File: src/hw/attr_fmt_pkg.sv
/*
 * Shared constants for the attribute pixel formatter: register indices,
 * mode-control bit positions, reset value and pixel word layout.
 * Assumes nothing beyond a SystemVerilog compiler.
 */
package attr_fmt_pkg;

    // ------------------------------------------------------------------
    // data register indices behind the attribute port
    // ------------------------------------------------------------------
    localparam logic [4:0] IDX_MODE   = 5'h10;
    localparam logic [4:0] IDX_BORDER = 5'h11;
    localparam logic [4:0] IDX_PLANE  = 5'h12;
    localparam logic [4:0] IDX_PAN    = 5'h13;
    localparam logic [4:0] IDX_CSEL   = 5'h14;

    localparam logic [7:0] REG_RESET  = 8'h00;
    localparam int         PAL_ENTRIES = 16;

    // ------------------------------------------------------------------
    // field positions
    // ------------------------------------------------------------------
    localparam int MODE_P54_SEL   = 7;
    localparam int MODE_WIDE      = 6;
    localparam int MODE_PAN_COMPAT = 5;
    localparam int MODE_BLINK     = 3;
    localparam int MODE_LINEGFX   = 2;
    localparam int MODE_MONO      = 1;
    localparam int MODE_GFX       = 0;
    localparam int INDEX_PAL_SRC  = 5;

    localparam logic [7:0] LINEGFX_FIRST = 8'hC0;
    localparam logic [7:0] LINEGFX_LAST  = 8'hDF;
    localparam logic [3:0] PAN_NINE_NONE = 4'h8;

    localparam int FIFO_DEPTH = 16;

    // ------------------------------------------------------------------
    // one fetched dot: ninth-column flag, glyph bit, char code, attribute
    // ------------------------------------------------------------------
    typedef struct packed {
        logic       ninth;
        logic       glyph;
        logic [7:0] code;
        logic [7:0] attr;
    } pix_word_type;

    localparam int WORD_W = $bits(pix_word_type);

    typedef enum logic {
        ACC_INDEX = 1'b0,
        ACC_DATA  = 1'b1
    } access_state_type;

endpackage : attr_fmt_pkg

File: src/hw/pix_stream_if.sv
/*
 * Valid/ready stream carrying pixel words from the FIFO to the formatter.
 * Assumes both ends run on the same clock.
 */
`timescale 1ns/1ps
`default_nettype none
interface pix_stream_if #(parameter int WIDTH = 18);
    logic             valid;
    logic             ready;
    logic [WIDTH-1:0] data;

    modport src (output valid, output data, input ready);
    modport snk (input valid, input data, output ready);
endinterface : pix_stream_if
`default_nettype wire

File: src/hw/word_fifo.sv
/*
 * Synchronous FIFO with valid/ready on both sides.
 * Assumes one clock and a synchronous active-high reset.
 */
`timescale 1ns/1ps
`default_nettype none
module word_fifo #(
    parameter int WIDTH = 18,
    parameter int DEPTH = 16
) (
    // clock and reset
    input  wire logic             clock,
    input  wire logic             rst,
    // fill side
    input  wire logic             in_valid,
    output logic                  in_ready,
    input  wire logic [WIDTH-1:0] in_data,
    // drain side
    pix_stream_if.src             out
);
    localparam int AW = $clog2(DEPTH);

    initial
    begin
        if (DEPTH < 2 || (1 << AW) != DEPTH || WIDTH < 1)
            $error("word_fifo: DEPTH must be a power of two >= 2");
    end

    logic [WIDTH-1:0] mem [DEPTH];
    logic [AW-1:0]    wr_ptr_ff;
    logic [AW-1:0]    rd_ptr_ff;
    logic [AW:0]      count_ff;
    logic             push;
    logic             pop;
    logic [AW:0]      nxt_count;

    assign push      = in_valid && in_ready;
    assign pop       = out.valid && out.ready;
    assign nxt_count = count_ff + (AW+1)'(push) - (AW+1)'(pop);
    assign out.valid = (count_ff != '0);
    assign out.data  = mem[rd_ptr_ff];

    always_ff @(posedge clock)
    begin
        if (push)
            mem[wr_ptr_ff] <= in_data;
    end

    always_ff @(posedge clock)
    begin
        if (rst)
        begin
            wr_ptr_ff <= '0;
            rd_ptr_ff <= '0;
            count_ff  <= '0;
            in_ready  <= 1'b0;
        end
        else
        begin
            wr_ptr_ff <= wr_ptr_ff + AW'(push);
            rd_ptr_ff <= rd_ptr_ff + AW'(pop);
            count_ff  <= nxt_count;
            // registered so the source sees a flop; full is never overrun
            in_ready  <= (nxt_count < (AW+1)'(DEPTH - 1)) ||
                         (nxt_count == (AW+1)'(DEPTH - 1) && !push);
        end
    end
endmodule : word_fifo
`default_nettype wire

File: src/hw/pan_amount.sv
/*
 * Turns the effective fine-pan value into a count of dots to drop.
 * Purely combinational; the caller registers the result.
 */
`timescale 1ns/1ps
`default_nettype none
module pan_amount (
    // settings
    input  wire logic [3:0] pan_value,
    input  wire logic       nine_dot,
    input  wire logic       wide_pixel,
    // result
    output logic      [3:0] shift
);
    import attr_fmt_pkg::*;

    always_comb
    begin
        if (wide_pixel)
            shift = {1'b0, pan_value[3:1]};
        else if (nine_dot)
            shift = (pan_value < PAN_NINE_NONE) ? pan_value + 4'h1 : 4'h0;
        else
            shift = {1'b0, pan_value[2:0]};
    end
endmodule : pan_amount
`default_nettype wire

File: src/hw/attribute_pixel_formatter.sv
/*
 * Attribute stage: indexed register pair, palette, fine pan and pixel
 * formatting to the 8-bit colour value for the external lookup DAC.
 * Assumes host strobes, timing and pixel words come from logic on the same
 * clock; dot_en marks each dot-clock tick.
 */
`timescale 1ns/1ps
`default_nettype none

// How it works
// mode bit 7 takes output bits 5:4 from colour-select bits 1:0, else palette.
// mode bit 6 selects 8-bit pixels for 256-colour mode; software keeps it zero otherwise.
// mode bit 5 zeroes pan from line-compare until next vertical sync.
// mode bit 3 makes attribute bit 7 blink enable instead of background intensity.
// mode bit 2 copies eighth dot into ninth for codes C0-DF, else background.
// mode bit 1 picks monochrome (1) or colour (0) emulation.
// mode bit 0 picks text (0) or graphics (1) pixel interpretation.
// border colour is driven between display-enable fall and start of blanking.
// no border in 40-column text or 320-dot graphics, except 256-colour mode.
// plane-enable bits 5:4 route two output bits to status bits 5:4.
// plane-enable bits 3:0 gate each colour plane.
// nine-dot modes: pan 0-7 shifts 1-8 dots, 8 shifts none.
// other modes: pan n shifts n dots, at most seven.
// 256-colour mode: even pan values shift half their value.
// colour-select bits 3:2 drive output bits 7:6 outside 256-colour mode.
// 256-colour mode sends the fetched byte unchanged to the DAC.
// port writes alternate index/data; status read returns to index; data reads don't.
// index bit 5 clear allows palette loads; set lets video reach palette.
// four-bit attribute picks one of sixteen six-bit palette entries.
// outputs are registered and all formatting registers reset to zero.
module attribute_pixel_formatter (
    // clock and reset
    input  wire logic                           clock,
    input  wire logic                           rst,
    // host attribute port
    input  wire logic                           attr_wr,
    input  wire logic [7:0]                     attr_wr_data,
    input  wire logic                           attr_rd,
    input  wire logic                           status_rd,
    output logic      [7:0]                     attr_rd_data,
    output logic      [1:0]                     status_pix_bits,
    // fetched pixel words
    input  wire logic                           pix_valid,
    input  wire logic [attr_fmt_pkg::WORD_W-1:0] pix_word,
    output logic                                pix_ready,
    // timing from the crt_timing_unit
    input  wire logic                           dot_en,
    input  wire logic                           display_enable,
    input  wire logic                           blank,
    input  wire logic                           vsync,
    input  wire logic                           line_compare,
    input  wire logic                           blink_phase,
    input  wire logic                           nine_dot_mode,
    input  wire logic                           narrow_mode,
    // to the DAC and sequencer
    output logic      [7:0]                     pixel_out,
    output logic                                mono_emulation,
    output logic                                graphics_mode
);
    import attr_fmt_pkg::*;

    // ------------------------------------------------------------------
    // registers
    // ------------------------------------------------------------------
    access_state_type acc_ff;
    logic [5:0]       index_ff;
    logic [7:0]       mode_ff;
    logic [7:0]       border_ff;
    logic [7:0]       plane_ff;
    logic [7:0]       pan_ff;
    logic [7:0]       csel_ff;
    logic [5:0]       palette_ff [PAL_ENTRIES];
    logic [7:0]       rd_data_ff;
    logic [1:0]       status_ff;
    logic [7:0]       pixel_ff;
    logic             pan_force_ff;
    logic             vsync_d_ff;
    logic             de_d_ff;
    logic [3:0]       skip_ff;

    logic             data_wr;
    logic [3:0]       eff_pan;
    logic [3:0]       skip_amount;
    logic             vsync_rise;
    logic             de_fall;
    logic             skipping;

    assign data_wr    = attr_wr && (acc_ff == ACC_DATA);
    assign vsync_rise = vsync && !vsync_d_ff;
    assign de_fall    = !display_enable && de_d_ff;
    assign skipping   = !display_enable && (skip_ff != 4'h0);

    assign attr_rd_data    = rd_data_ff;
    assign status_pix_bits = status_ff;
    assign pixel_out       = pixel_ff;
    assign mono_emulation  = mode_ff[MODE_MONO];
    assign graphics_mode   = mode_ff[MODE_GFX];

    // ------------------------------------------------------------------
    // pixel FIFO
    // ------------------------------------------------------------------
    pix_stream_if #(.WIDTH(WORD_W)) fifo_out ();

    word_fifo #(
        .WIDTH (WORD_W),
        .DEPTH (FIFO_DEPTH)
    ) u_fifo (
        .clock    (clock),
        .rst      (rst),
        .in_valid (pix_valid),
        .in_ready (pix_ready),
        .in_data  (pix_word),
        .out      (fifo_out)
    );

    pix_word_type w;
    logic         pop_show;

    assign w        = pix_word_type'(fifo_out.data);
    assign pop_show = dot_en && display_enable && fifo_out.valid;
    // drained at the dot rate while displaying, at full rate while skipping
    assign fifo_out.ready = (dot_en && display_enable) || skipping;

    // ------------------------------------------------------------------
    // index/data flip-flop
    // ------------------------------------------------------------------
    always_ff @(posedge clock)
    begin
        if (rst)
            acc_ff <= ACC_INDEX;
        else if (attr_wr)
            acc_ff <= (acc_ff == ACC_INDEX) ? ACC_DATA : ACC_INDEX;
        else if (status_rd)
            acc_ff <= ACC_INDEX;
    end

    always_ff @(posedge clock)
    begin
        if (rst)
            index_ff <= REG_RESET[5:0];
        else if (attr_wr && acc_ff == ACC_INDEX)
            index_ff <= attr_wr_data[5:0];
    end

    // ------------------------------------------------------------------
    // data register writes
    // ------------------------------------------------------------------
    always_ff @(posedge clock)
    begin
        if (rst)
        begin
            mode_ff   <= REG_RESET;
            border_ff <= REG_RESET;
            plane_ff  <= REG_RESET;
            pan_ff    <= REG_RESET;
            csel_ff   <= REG_RESET;
        end
        else if (data_wr)
        begin
            unique case (index_ff[4:0])
                IDX_MODE:   mode_ff   <= attr_wr_data & 8'hEF;
                IDX_BORDER: border_ff <= attr_wr_data;
                IDX_PLANE:  plane_ff  <= attr_wr_data & 8'h3F;
                IDX_PAN:    pan_ff    <= attr_wr_data & 8'h0F;
                IDX_CSEL:   csel_ff   <= attr_wr_data & 8'h0F;
                default:    ;
            endcase
        end
    end

    // palette loads only while the video side is cut off from it
    always_ff @(posedge clock)
    begin
        if (rst)
        begin
            for (int i = 0; i < PAL_ENTRIES; i++)
                palette_ff[i] <= REG_RESET[5:0];
        end
        else if (data_wr && !index_ff[4] && !index_ff[INDEX_PAL_SRC])
            palette_ff[index_ff[3:0]] <= attr_wr_data[5:0];
    end

    // ------------------------------------------------------------------
    // data port read; does not touch the flip-flop
    // ------------------------------------------------------------------
    always_ff @(posedge clock)
    begin
        if (rst)
            rd_data_ff <= REG_RESET;
        else if (attr_rd)
        begin
            if (!index_ff[4])
                rd_data_ff <= {2'b00, palette_ff[index_ff[3:0]]};
            else
            begin
                unique case (index_ff[4:0])
                    IDX_MODE:   rd_data_ff <= mode_ff;
                    IDX_BORDER: rd_data_ff <= border_ff;
                    IDX_PLANE:  rd_data_ff <= plane_ff;
                    IDX_PAN:    rd_data_ff <= pan_ff;
                    IDX_CSEL:   rd_data_ff <= csel_ff;
                    default:    rd_data_ff <= 8'h00;
                endcase
            end
        end
    end

    // ------------------------------------------------------------------
    // split-screen pan override
    // ------------------------------------------------------------------
    always_ff @(posedge clock)
    begin
        if (rst)
            vsync_d_ff <= 1'b0;
        else
            vsync_d_ff <= vsync;
    end

    // a match in the same cycle as vsync wins, so the lower pane stays put
    always_ff @(posedge clock)
    begin
        if (rst)
            pan_force_ff <= 1'b0;
        else if (line_compare && mode_ff[MODE_PAN_COMPAT])
            pan_force_ff <= 1'b1;
        else if (vsync_rise)
            pan_force_ff <= 1'b0;
    end

    assign eff_pan = pan_force_ff ? 4'h0 : pan_ff[3:0];

    pan_amount u_pan (
        .pan_value  (eff_pan),
        .nine_dot   (nine_dot_mode),
        .wide_pixel (mode_ff[MODE_WIDE]),
        .shift      (skip_amount)
    );

    // ------------------------------------------------------------------
    // fine pan: leading dots of the next line are dropped once display enable falls
    // limitation: the source must fetch shift extra dots per line
    // ------------------------------------------------------------------
    always_ff @(posedge clock)
    begin
        if (rst)
            de_d_ff <= 1'b0;
        else
            de_d_ff <= display_enable;
    end

    always_ff @(posedge clock)
    begin
        if (rst)
            skip_ff <= 4'h0;
        else if (de_fall)
            skip_ff <= skip_amount;
        else if (skipping && fifo_out.valid)
            skip_ff <= skip_ff - 4'h1;
    end

    // ------------------------------------------------------------------
    // colour formation
    // ------------------------------------------------------------------
    logic       in_linegfx;
    logic       glyph_eff;
    logic       blink_hide;
    logic [3:0] bg_idx;
    logic [3:0] idx;
    logic [5:0] pal;
    logic [7:0] color16;
    logic [7:0] color;
    logic       border_ok;

    always_comb
    begin
        in_linegfx = (w.code >= LINEGFX_FIRST) && (w.code <= LINEGFX_LAST);
        glyph_eff  = w.ninth ? (mode_ff[MODE_LINEGFX] && in_linegfx && w.glyph)
                             : w.glyph;
        blink_hide = mode_ff[MODE_BLINK] && w.attr[7] && blink_phase;
        bg_idx     = {w.attr[7] && !mode_ff[MODE_BLINK], w.attr[6:4]};
        if (mode_ff[MODE_GFX])
            idx = w.attr[3:0];
        else
            idx = (glyph_eff && !blink_hide) ? w.attr[3:0] : bg_idx;
        idx     = idx & plane_ff[3:0];
        pal     = palette_ff[idx];
        color16 = {csel_ff[3:2],
                   mode_ff[MODE_P54_SEL] ? csel_ff[1:0] : pal[5:4],
                   pal[3:0]};
        color   = mode_ff[MODE_WIDE] ? w.attr : color16;
        border_ok = !narrow_mode || mode_ff[MODE_WIDE];
    end

    // ------------------------------------------------------------------
    // output register, updated once per dot
    // ------------------------------------------------------------------
    always_ff @(posedge clock)
    begin
        if (rst)
            pixel_ff <= REG_RESET;
        else if (dot_en)
        begin
            if (display_enable)
            begin
                if (!fifo_out.valid)
                    pixel_ff <= 8'h00;
                else if (index_ff[INDEX_PAL_SRC])
                    pixel_ff <= color;
                else
                    pixel_ff <= border_ff;
            end
            else if (!blank && border_ok)
                pixel_ff <= border_ff;
            else
                pixel_ff <= 8'h00;
        end
    end

    // live status bits follow the output pair chosen by plane-enable 5:4
    always_ff @(posedge clock)
    begin
        if (rst)
            status_ff <= 2'b00;
        else
        begin
            unique case (plane_ff[5:4])
                2'b00: status_ff <= {pixel_ff[2], pixel_ff[0]};
                2'b01: status_ff <= {pixel_ff[5], pixel_ff[4]};
                2'b10: status_ff <= {pixel_ff[3], pixel_ff[1]};
                2'b11: status_ff <= {pixel_ff[7], pixel_ff[6]};
            endcase
        end
    end
endmodule : attribute_pixel_formatter
`default_nettype wire

File: config.mk
export PLATFORM = sky130hd
export DESIGN_NAME = attribute_pixel_formatter
export DESIGN_NICKNAME = d
export VERILOG_FILES = /design/src/hw/attr_fmt_pkg.sv /design/src/hw/pix_stream_if.sv /design/src/hw/word_fifo.sv /design/src/hw/pan_amount.sv /design/src/hw/attribute_pixel_formatter.sv
export SDC_FILE = /design/constraint.sdc
export NUM_CORES = 1
export LEC_CHECK = 0
export BUFFER_PORTS_ARGS = -buffer_cell sky130_fd_sc_hd__buf_2
export CAP_MARGIN = 20
export CORE_MARGIN = 4
export CORE_UTILIZATION = 35
export DETAILED_ROUTE_END_ITERATION = 16
export PLACE_DENSITY_LB_ADDON = 0.25
export SYNTH_ARGS = -nofsm -noshare
export SYNTH_HDL_FRONTEND = slang
export SYNTH_SLANG_ARGS = --single-unit
File: constraint.sdc
create_clock -name clock -period 8.5 [get_ports clock]
set_input_delay 0.425 -clock clock [delete_from_list [all_inputs] [get_ports clock]]
set_output_delay 0.425 -clock clock [all_outputs]
set_load 0.005 [all_outputs]
==> results of run 1 <==
cell usage after synthesis (all sizes together) (2+ instances only):
library cell  count  area (um^2)
a211oi            9        67.56
o32a              2        20.02
nand3b           11        82.58
buf              26        150.2
a31oi             8        50.05
a32oi             4        35.03
nor2b            23        143.9
mux4             85         1914
a22oi            12        95.09
mux2i            78        780.8
mux2              2        22.52
inv              20        75.07
o21bai            2        15.01
clkbuf           43        161.4
or4               2        15.01
and3              4        25.02
or2              16        100.1
nor4              4        25.02
xor2              3        26.28
ha               12        150.1
nand2            61        229.0
nor3             17        96.35
nor3b             5        37.54
o211ai           17        127.6
edfxtp          304         9129
a222oi            5        50.05
o31ai             6        45.04
nand3            31        160.1
o22ai             2        12.51
o21a              3        22.52
nand2b           12        75.07
and2            100        625.6
nor2            102        382.9
a21oi            28        140.1
xnor2             7        61.31
o21ai            10        50.05
nand4             4        25.02
a21o              5        37.54
o311ai            4        35.03
dfxtp            79         1582
cell type report:
cell class,count,area [um^2]
clock buffers,56,1144
clock inverters,19,231.5
fillers,4402,28540
inverters,21,78.83
multi-input cells,711,5991
flip-flops and latches,383,10720
well taps,615,769.5
repair buffers,81,473.0
critical path: cells and delay by family (launching register included):
family                 cells  cell delay, ps
AO/OA/AOI/OAI              6            1390
buffers and inverters      1             510
flip-flops                 1             820
multiplexers               3            1690
AND/OR/NAND/NOR            1             420
placed cells by master, fill, tap and decap left out, types with 28 or more instances in the layout:
cell type | netlist | routed
edfxtp_1 | 304 | 304
nor2_1 | 102 | 102
and2_1 | 100 | 100
mux4_2 | 85 | 85
dfxtp_1 | 79 | 77
mux2i_1 | 78 | 76
nand2_1 | 61 | 61
buf_2 | 12 | 54
clkbuf_16 | 0 | 42
nand3_1 | 30 | 30
a21oi_1 | 28 | 28
metal layers:
layer | wire [um] | vias to the layer above | track usage [%]
li1 | - | 4621 | -
met1 | 19150 | 5130 | 22.37
met2 | 20500 | 324 | 26.48
met3 | 2589 | 77 | 3.352
met4 | 1311 | 4 | 5.568
met5 | 33 | - | 0
power groups by stage:
| stage | sequential [W] | clock, W | combinational [W] |
|---|---|---|---|
| global placement | 0.00220 | 0 | 0.000672 |
| CTS | 0.00217 | 0.00187 | 0.000681 |
| global route | 0.00218 | 0.00195 | 0.000743 |
| finish | 0.00216 | 0.00182 | 0.000674 |
| floorplan | 0.00214 | 0 | 0.000540 |
| detailed placement | 0.00221 | 0 | 0.000677 |
registers in the layout, summed over array words and instances (netlist names), 5 cells and up, named ones only:
register	flops
border_ff	8
u_fifo.count_ff	5
attr_rd_data	8
u_fifo.mem	208
pixel_out	8
palette_ff	96
plane_ff	6
index_ff	6
mode_ff	7
how the worst max path moves through the flow:
| stage | start | endpoint | cells past startpoint |
|---|---|---|---|
| 2_1_floorplan | u_fifo.rd_ptr_ff[0] | pixel_out[5] | 11 |
| 3_5_place_dp | u_fifo.rd_ptr_ff[1] | pixel_out[5] | 12 |
| 3_3_place_gp | u_fifo.rd_ptr_ff[1] | pixel_out[5] | 12 |
| 6_report | u_fifo.rd_ptr_ff[1] | pixel_out[2] | 11 |
| 4_1_cts | u_fifo.rd_ptr_ff[1] | pixel_out[5] | 12 |
| 5_1_grt | u_fifo.rd_ptr_ff[1] | pixel_out[5] | 12 |
stage by stage:
step / power [W] / cells / setup WS, ps
floorplan: 0.002683 / 1184 / 4999
global placement: 0.002875 / 1811 / 3561
detailed placement: 0.002883 / 1811 / 3523
CTS: 0.004717 / 1886 / 3496
global route: 0.004866 / 1886 / 3248
finish: 0.004658 / 1886 / 3498
cell families after synthesis:
group,after synthesis,share of synthesized area (%)
compound gates,126,5.355
xor+xnor,10,0.5136
fa+ha+maj,13,0.9977
buf+inv,90,2.289
flops,383,62.80
mux,165,15.93
simple gates,397,12.11
==> results.yml, run 1 <==
layout:
  drive_gt1_share_pct: 20.38
  postLayoutCellArea_um2: 19400
  final_util_pct: 40.47
  syn_to_final_growth_pct: 13.76
  diodes: 0
  nets: 1293
worst_hold_path:
  worstHoldStart: "vsync"
  whs_path_depth: 3
  hold_end: "vsync_d_ff"
  min_path_type: "in -> reg"
placement:
  place_congestion: 0.8775
  place_area_um2: 18030
  hpwl_mm: 28.83
  portBuffers: 55
clocking:
  cts_setup_buffers: 0
  cts_resized: 0
  clk_path_buf_depth: 3
  cts_tree: "built"
  h-tree-depth: 2
  hold_buffers: 0
  cts_buffers: 42
  cts_root_buffer: "clkbuf_16"
  path_clk_slew_ps: 60
  clock_latency_ps: 570
  cts_sinks: 383
synthesis:
  synth-async-reset-ratio_pct: 0
  yosys_register_bits: 383
  synth_cell_type_count: 62
  synth_edf_count: 304
  synth_cells: 1184
  syn_area_um2: 17060
  ys.flop_type: "edfxtp_1"
  yosys_warnings: 0
  synth.avg_cell_area_um2: 14.40
  synth_nets: 1237
  seq_area_frac_synth_pct: 62.80
power:
  seq_power_share_pct: 46.4
  cellLeakagePower_nw: 6.672
  powerDensity_nw_per_um2: 240.1
  intPower_w: 0.003479
  peakVddDrop_mv: 0.1639
  pwr-share-comb_pct: 14.5
  clkPwrFrac_pct: 39.1
  swShare_pct: 25.33
  p_switching_w: 0.001180
sta:
  final-hold-violation-count: 0
  slew_headroom_pct: 23.76
  report.final.slew_viol_count: 0
  fin_crit_sh_pct: 58.84
  skew_ps: 19.97
  setup_violations: 0
  worst_hold_slack_ps: 80.86
  tns_ps: 0
  rsz0062_at_grt: "no"
  fmax_mhz: 199.9
  layout_min_cycle_time_ps: 5002
  worstMarginPinSlew_ps: 1141
drt:
  firstDrtPassIters: 6
  vias_per_cell: 5.385
  routedWlPerCell_um: 23.11
  postRouteAntennaNets: 0
  routed_wl_mm: 43.59
  drt_iter0_drc: 1037
  post-route-drc-count: 0
  num_vias: 10160
critical_path:
  rrSetupSlack_ps: 3500
  critPathMaxStageDelay_ps: 940
  crit_required_ps: 8930
  arrival_ps: 5430
  critPathLaunchType: "register"
  crit_fanout: 30
  endpoint_kind: "register"
  reg2reg_depth: 11
  setup.worst_path.class: "reg -> reg"
  crit_chain: "buf_4 -> mux4_2 -> mux2i_1 -> o311ai_0 -> o21a_1 -> nor3_4 -> mux2i_4 -> o211ai_1 -> a21o_1 -> a31oi_1 -> o221ai_1"
  r2r-start: "u_fifo.rd_ptr_ff[1]"
  worstReg2RegEnd: "pixel_out[2]"
  crit_path_top_delay_cell: "mux2i_4"
die:
  die_x_um: 228.7
  fp.dieH_um: 228.7
  ios: 61
  coreArea_um2: 47950
  start_util_pct: 35.57
  die_area_um2: 52320
  rows: 80
outcome:
  status: "finished clean"
global_route:
  grt_pass1_vias: 10330
  grt-ovfl-total: 0
  grt_usage_pct: 16.45
  grt_first_pass_wirelength_mm: 65.52
  grt_start_max_net_pins: 84
  grt_antenna_before_repair: 2
job:
  cap_violations: 0
Note: power is estimated with default switching activity, not from simulation.
==> inputs of run 2 (changes only) <==
--- a/config.mk
+++ b/config.mk
@@ -5,6 +5,7 @@
 export SDC_FILE = /design/constraint.sdc
 export NUM_CORES = 1
 export LEC_CHECK = 0
+export ABC_AREA = 1
 export BUFFER_PORTS_ARGS = -buffer_cell sky130_fd_sc_hd__buf_2
 export CAP_MARGIN = 20
 export CORE_MARGIN = 4
==> constraint.sdc (replaced) <==
create_clock -name clock -period 4 [get_ports clock]
set_input_delay 0.2 -clock clock [delete_from_list [all_inputs] [get_ports clock]]
set_output_delay 0.2 -clock clock [all_outputs]
set_load 0.005 [all_outputs]
==> run 2 against run 1 <==
Compared with the run above:
- synthesized cell count rose by 48%
- clock power is 120% higher
- maximum frequency grew 40%
- highest routed layer is now met4
==> results.yml, run 2 <==
layout:
  largest-register: "u_fifo.mem"
  n_fill_cell: 4772
  multi_input_area_um2: 5523
  final_util_pct: 40.77
  nets: 1884
  fin_cells: 2532
  syn_to_final_growth_pct: 15.29
  largest_register_ffs: 208
  layout_common_cells: "nand2_1, edfxtp_1, nor2_1"
  reg.largest.list: "u_fifo.mem (208), palette_ff (96)"
  drive_gt1_share_pct: 10.18
  regArea_um2: 10710
  layout_commonest_cell: "nand2_1"
sta:
  layout_min_cycle_time_ps: 3568
  tns_ps: 0
  skew_ps: 26.03
  slew_headroom_pct: 24.70
  rsz0062_at_grt: "no"
  fin_crit_sh_pct: 89.19
  report.final.slew_viol_count: 0
  setup_violations: 0
  fmax_mhz: 280.3
  worstMarginPinSlew_ps: 1128
  final-hold-violation-count: 0
clocking:
  cts_root_buffer: "clkbuf_16"
  clk_path_buf_depth: 3
  cts_sinks: 383
  hold_buffers: 24
  path_clk_slew_ps: 60
  cts_buffers: 44
  cts_setup_buffers: 0
  clock_latency_ps: 580
  h-tree-depth: 2
  cts_resized: 0
  cts_tree: "built"
die:
  ios: 61
  rows: 81
  coreArea_um2: 48950
  die_x_um: 230.4
  start_util_pct: 35.36
  die_area_um2: 53080
  fp.dieH_um: 230.4
synthesis:
  synthXorXnorAreaFrac_pct: 0.4048
  synth_nets: 1811
  ys.flop_type: "edfxtp_1"
  yosys.area.top_type: "edfxtp_1"
  synthSimpleGateAreaFrac_pct: 18.36
  synth_cell_type_count: 43
  synth_edf_count: 304
  synth_mux_area_share_pct: 0
  synth_top_family_by_area: "simple AND/OR/NAND/NOR gates"
  yosys_warnings: 0
  synth-adder-area-share_pct: 0.9830
  ys_top_cells_by_area: "edfxtp_1, dfxtp_1, nand2_1"
  synth_cells: 1758
  synth-compound-area-share_pct: 12.16
  yosysMostFrequentCell: "nand2_1"
  yosys_register_bits: 383
  synth_top_area_share_pct: 52.74
  synth_commonest_cells: "nand2_1, edfxtp_1, nor2_1, nand3_1"
  syn_area_um2: 17310
  seq_area_frac_synth_pct: 61.87
  synth.avg_cell_area_um2: 9.847
  synth-async-reset-ratio_pct: 0
critical_path:
  crit_top_cell: "nand2_1"
  crit_chain: "buf_4 -> nand2_1 -> nand2_1 -> nand2_1 -> nand3_1 -> nand2_1 -> nand2_1 -> nor2_1 -> nor2_1 -> nor2_2 -> nand2_4 -> nand3_4 -> nand3_4 -> buf_4 -> a21oi_1 -> o21ai_1 -> nand3_1 -> nand3_1 -> nand3_1 -> nand2_1 -> nand2_1 -> nand2_1 -> nand2_1 -> a21oi_1"
  crit_path_top_delay_cell: "buf_4"
  critPathMaxStageDelay_ps: 420
  endpoint_kind: "register"
  crit_required_ps: 4490
  arrival_ps: 4060
  setup.worst_path.class: "reg -> reg"
  crit_fanout: 45
  critPathLaunchType: "register"
outcome:
  status: "finished clean"
placement:
  dp.cells: 2425
  hpwl_mm: 30.52
  place_congestion: 0.8556
  portBuffers: 55
worst_hold_path:
  min_path_type: "in -> reg"
drt:
  routed_wl_mm: 48.59
  vias_per_cell: 5.193
  post-route-drc-count: 0
  drt_iter0_drc: 1229
  routedWlPerCell_um: 19.19
  firstDrtPassIters: 6
  num_vias: 13150
  postRouteAntennaNets: 0
global_route:
  grt_first_pass_wirelength_mm: 74.68
  grt-ovfl-total: 0
  grt_pass1_vias: 12770
  grt_antenna_before_repair: 1
  grt_start_max_net_pins: 64
  grt_usage_pct: 18.07
job:
  cap_violations: 0
power:
  powerDensity_nw_per_um2: 520.4
  finalPower_w: 0.01039
  cellLeakagePower_nw: 7.494
  peakVddDrop_mv: 0.3381
## run 2: cell count changes in the layout (fill, tap and decap cells not counted), moves of 96 or more
cell,delta
nand2_1,+268
nand3_1,+154
inv_1,+117
a21oi_1,+109
o21ai_0,+105
and2_1,-100
nor2_1,+96
## run 2: critical path: cells and delay by family, from the launching register on
family	cells	cell delay [ps]
and+or+nand+nor	19	1950
buffers and inverters	2	790
DFF	1	340
AOI/OAI and AO/OA	3	330
## run 2: per-stage QoR
stage / cell area [um^2] / hold WS [ps] / worst slack (ps)
finish: 19960 / 56.30 / 432.3
global route: 19960 / 55.42 / 100.1
CTS: 19960 / 13.72 / 485.6
detailed placement: 18280 / 434.1 / 515.3
floorplan: 17310 / 298.9 / 1509
global placement: 18270 / 421.4 / 524.5
## run 2: final cells by class
| type | count | share of cell area [%] |
|---|---|---|
| multi-input combinational | 1133 | 27.67 |
| clock inverter | 20 | 0.9278 |
| antenna | 1 | 0.01254 |
| tap | 664 | 4.163 |
| timing repair buffer | 128 | 4.614 |
| clock buffer | 62 | 6.275 |
| inverter | 141 | 2.652 |
| sequential | 383 | 53.68 |
## run 2: where the power goes
| part | internal (W) | leakage (nW) | switching (W) | total (W) |
|---|---|---|---|---|
| sequential | 0.00443 | 3.50 | 0.0000830 | 0.00451 |
| clock | 0.00234 | 0.704 | 0.00165 | 0.00399 |
| combinational | 0.000606 | 3.29 | 0.00128 | 0.00189 |
| total | 0.00737 | 7.49 | 0.00302 | 0.0104 |
## run 2: final timing paths
kind	startpoint	to	slack, ps	cells after the start
setup / recovery	u_fifo.rd_ptr_ff[0]	pixel_out[0]	430	24
hold / removal	blank	pixel_out[6]	60	4
setup reg to reg	u_fifo.rd_ptr_ff[0]	pixel_out[0]	430	24
hold reg to reg	attr_rd_data[6]	attr_rd_data[6]	470	2
## run 2: logic make-up (layout without fill, tap and decap cells)
family          count (synthesis)  in the layout
buf+inv                       242            351
compound gates                362            362
flops                         383            383
simple gates                  750            750
xor+xnor                        8              8
other cells                     0              1
fa+ha+maj                      13             13
## run 2: per-layer routing
metal	vias to the layer above	GRT usage [%]	wire length [um]
met4	0	5.236	1179
li1	6313	-	-
met5	-	0	0
met3	86	3.443	3057
met2	447	30.09	23450
met1	6303	24.16	20900
==> inputs of run 3 (changes only) <==
--- a/config.mk
+++ b/config.mk
@@ -8,10 +8,12 @@
 export ABC_AREA = 1
 export BUFFER_PORTS_ARGS = -buffer_cell sky130_fd_sc_hd__buf_2
 export CAP_MARGIN = 20
+export CELL_PAD_IN_SITES_DETAIL_PLACEMENT = 0
+export CELL_PAD_IN_SITES_GLOBAL_PLACEMENT = 1
 export CORE_MARGIN = 4
 export CORE_UTILIZATION = 35
 export DETAILED_ROUTE_END_ITERATION = 16
-export PLACE_DENSITY_LB_ADDON = 0.25
+export PLACE_DENSITY = 0.63
 export SYNTH_ARGS = -nofsm -noshare
 export SYNTH_HDL_FRONTEND = slang
 export SYNTH_SLANG_ARGS = --single-unit
==> run 3 against run 2 <==
Compared with the run above:
- critical endpoint is now pixel_out[1]
- critical path type unchanged
- sequential power is essentially flat
- clock-buffer cell count fell by 4
- sequential share of layout area is 0.58 points higher
- cell count is 1.2% lower
- maximum frequency is 0.75% lower
==> results.yml, run 3 (synthesis results as in run 2) <==
sta:
  fmax_mhz: 278.2
  worstMarginPinSlew_ps: 1029
  fin_crit_sh_pct: 89.87
  rsz0062_at_grt: "no"
  report.final.slew_viol_count: 0
  worst_hold_slack_ps: 23.90
  final-hold-violation-count: 0
  tns_ps: 0
  skew_ps: 16.40
  setup_violations: 0
  layout_min_cycle_time_ps: 3595
  slew_headroom_pct: 31.32
die:
  ios: 61
  die_x_um: 230.4
  coreArea_um2: 48950
  rows: 81
  start_util_pct: 35.36
  fp.dieH_um: 230.4
  die_area_um2: 53080
placement:
  portBuffers: 55
  place_congestion: 0.8478
  hpwl_mm: 31.03
  dp.cells: 2414
  place_area_um2: 18220
layout:
  drive_gt1_share_pct: 9.684
  largest_register_ffs: 208
  layout_common_cells: "nand2_1, edfxtp_1, nor2_1"
  layout_commonest_cell: "nand2_1"
  diodes: 0
  fin_cells: 2502
  syn_to_final_growth_pct: 14.07
  postLayoutCellArea_um2: 19750
  nets: 1860
  reg.largest.list: "u_fifo.mem (208), palette_ff (96)"
  largest-register: "u_fifo.mem"
job:
  cap_violations: 0
drt:
  firstDrtPassIters: 5
  post-route-drc-count: 0
  routed_wl_mm: 50.61
  num_vias: 13020
  postRouteAntennaNets: 0
  drt_iter0_drc: 1214
  vias_per_cell: 5.204
  routedWlPerCell_um: 20.23
clocking:
  clk_path_buf_depth: 3
  clock_latency_ps: 550
  path_clk_slew_ps: 60
  cts_buffers: 41
  h-tree-depth: 2
  cts_setup_buffers: 0
  cts_root_buffer: "clkbuf_16"
  cts_sinks: 383
  cts_tree: "built"
outcome:
  status: "finished clean"
critical_path:
  crit_fanout: 80
  critical_path_buf_inv_count: 2
  crit_path_top_delay_cell: "inv_1"
  critical-path-top-delay-family: "simple AND/OR/NAND/NOR gates"
  crit_chain: "inv_1 -> nand3_1 -> nand2_1 -> nand2_1 -> nand2_1 -> nor2_1 -> nor2_1 -> nor2_2 -> nand2_4 -> nand3_4 -> nand3_4 -> buf_12 -> nand2_1 -> o211ai_1 -> nand3_1 -> nand3_1 -> nand3_1 -> nand2_1 -> nand2_1 -> nand2_1 -> nand2_1 -> a21oi_1"
  critPathMaxStageDelay_ps: 490
  arrival_ps: 4060
  endpoint_kind: "register"
  crit_top_cell: "nand2_1"
  critPathLaunchType: "register"
  reg2reg_depth: 22
  crit_required_ps: 4470
  setup.worst_path.class: "reg -> reg"
  cp_num_cells: 22
power:
  peakVddDrop_mv: 0.3367
  finalPower_w: 0.01020
  cellLeakagePower_nw: 7.380
  powerDensity_nw_per_um2: 516.6
global_route:
  grt_usage_pct: 18.88
  grt_start_max_net_pins: 84
  grt-ovfl-total: 0
  grt_first_pass_wirelength_mm: 77.63
  grt_pass1_vias: 12610
  grt_antenna_before_repair: 0
worst_hold_path:
  whs_path_depth: 1
  min_path_type: "in -> reg"
-- run 3: area by class of cell --
| cell class | instances | area, um^2 |
|---|---|---|
| sequential | 383 | 10710 |
| multi-input combinational | 1133 | 5528 |
| inverter | 141 | 529.3 |
| tap | 664 | 830.8 |
| clock buffer | 58 | 1124 |
| timing repair buffer | 107 | 813.3 |
| fill | 4772 | 29210 |
| clock inverter | 16 | 206.4 |
-- run 3: metrics by stage --
step | util (%) | setup WS (ps)
6_report | 40.34 | 405.3
5_1_grt | 40.34 | 4.822
4_1_cts | 40.12 | 183.7
3_5_place_dp | 37.22 | 194.8
3_3_place_gp | 37.22 | 245.8
2_1_floorplan | - | 1509
-- run 3: what timing repair did --
| item | 4_1_cts | 5_1_grt |
|---|---|---|
| hold endpoints to repair | 11 | 0 |
| hold buffers | 9 | 0 |
| gates resized for setup | 0 | 2 |
| endpoints found under the setup margin | 0 | 6 |
-- run 3: power by group --
group / switching [W] / internal (W) / total [W] / leakage [nW]
Clock: 0.00156 / 0.00223 / 0.00379 / 0.640
Sequential: 0.0000809 / 0.00442 / 0.00451 / 3.50
Combinational: 0.00132 / 0.000585 / 0.00190 / 3.24
-- run 3: path summary, 6_finish.rpt --
kind	slack, ps	end	startpoint
worst max-delay path	410	pixel_out[1]	u_fifo.rd_ptr_ff[2]
worst min-delay path	20	u_fifo.mem[13][16]	pix_word[16]
worst max register to register	410	pixel_out[1]	u_fifo.rd_ptr_ff[2]
worst min register to register	470	attr_rd_data[7]	attr_rd_data[7]
-- run 3: worst register-to-register path, delay by kind of cell, from the launching register on --
kind	cells	cell delay [ps]
simple gates	18	2200
buf+inv	2	810
flops	1	310
compound gates	2	220
-- run 3: layer usage --
layer	vias up	track usage (%)	wire length (um)
li1	6249	-	-
met1	6362	27.03	23300
met2	355	30.57	23820
met3	55	2.974	2688
met4	0	3.951	797
met5	-	0	0
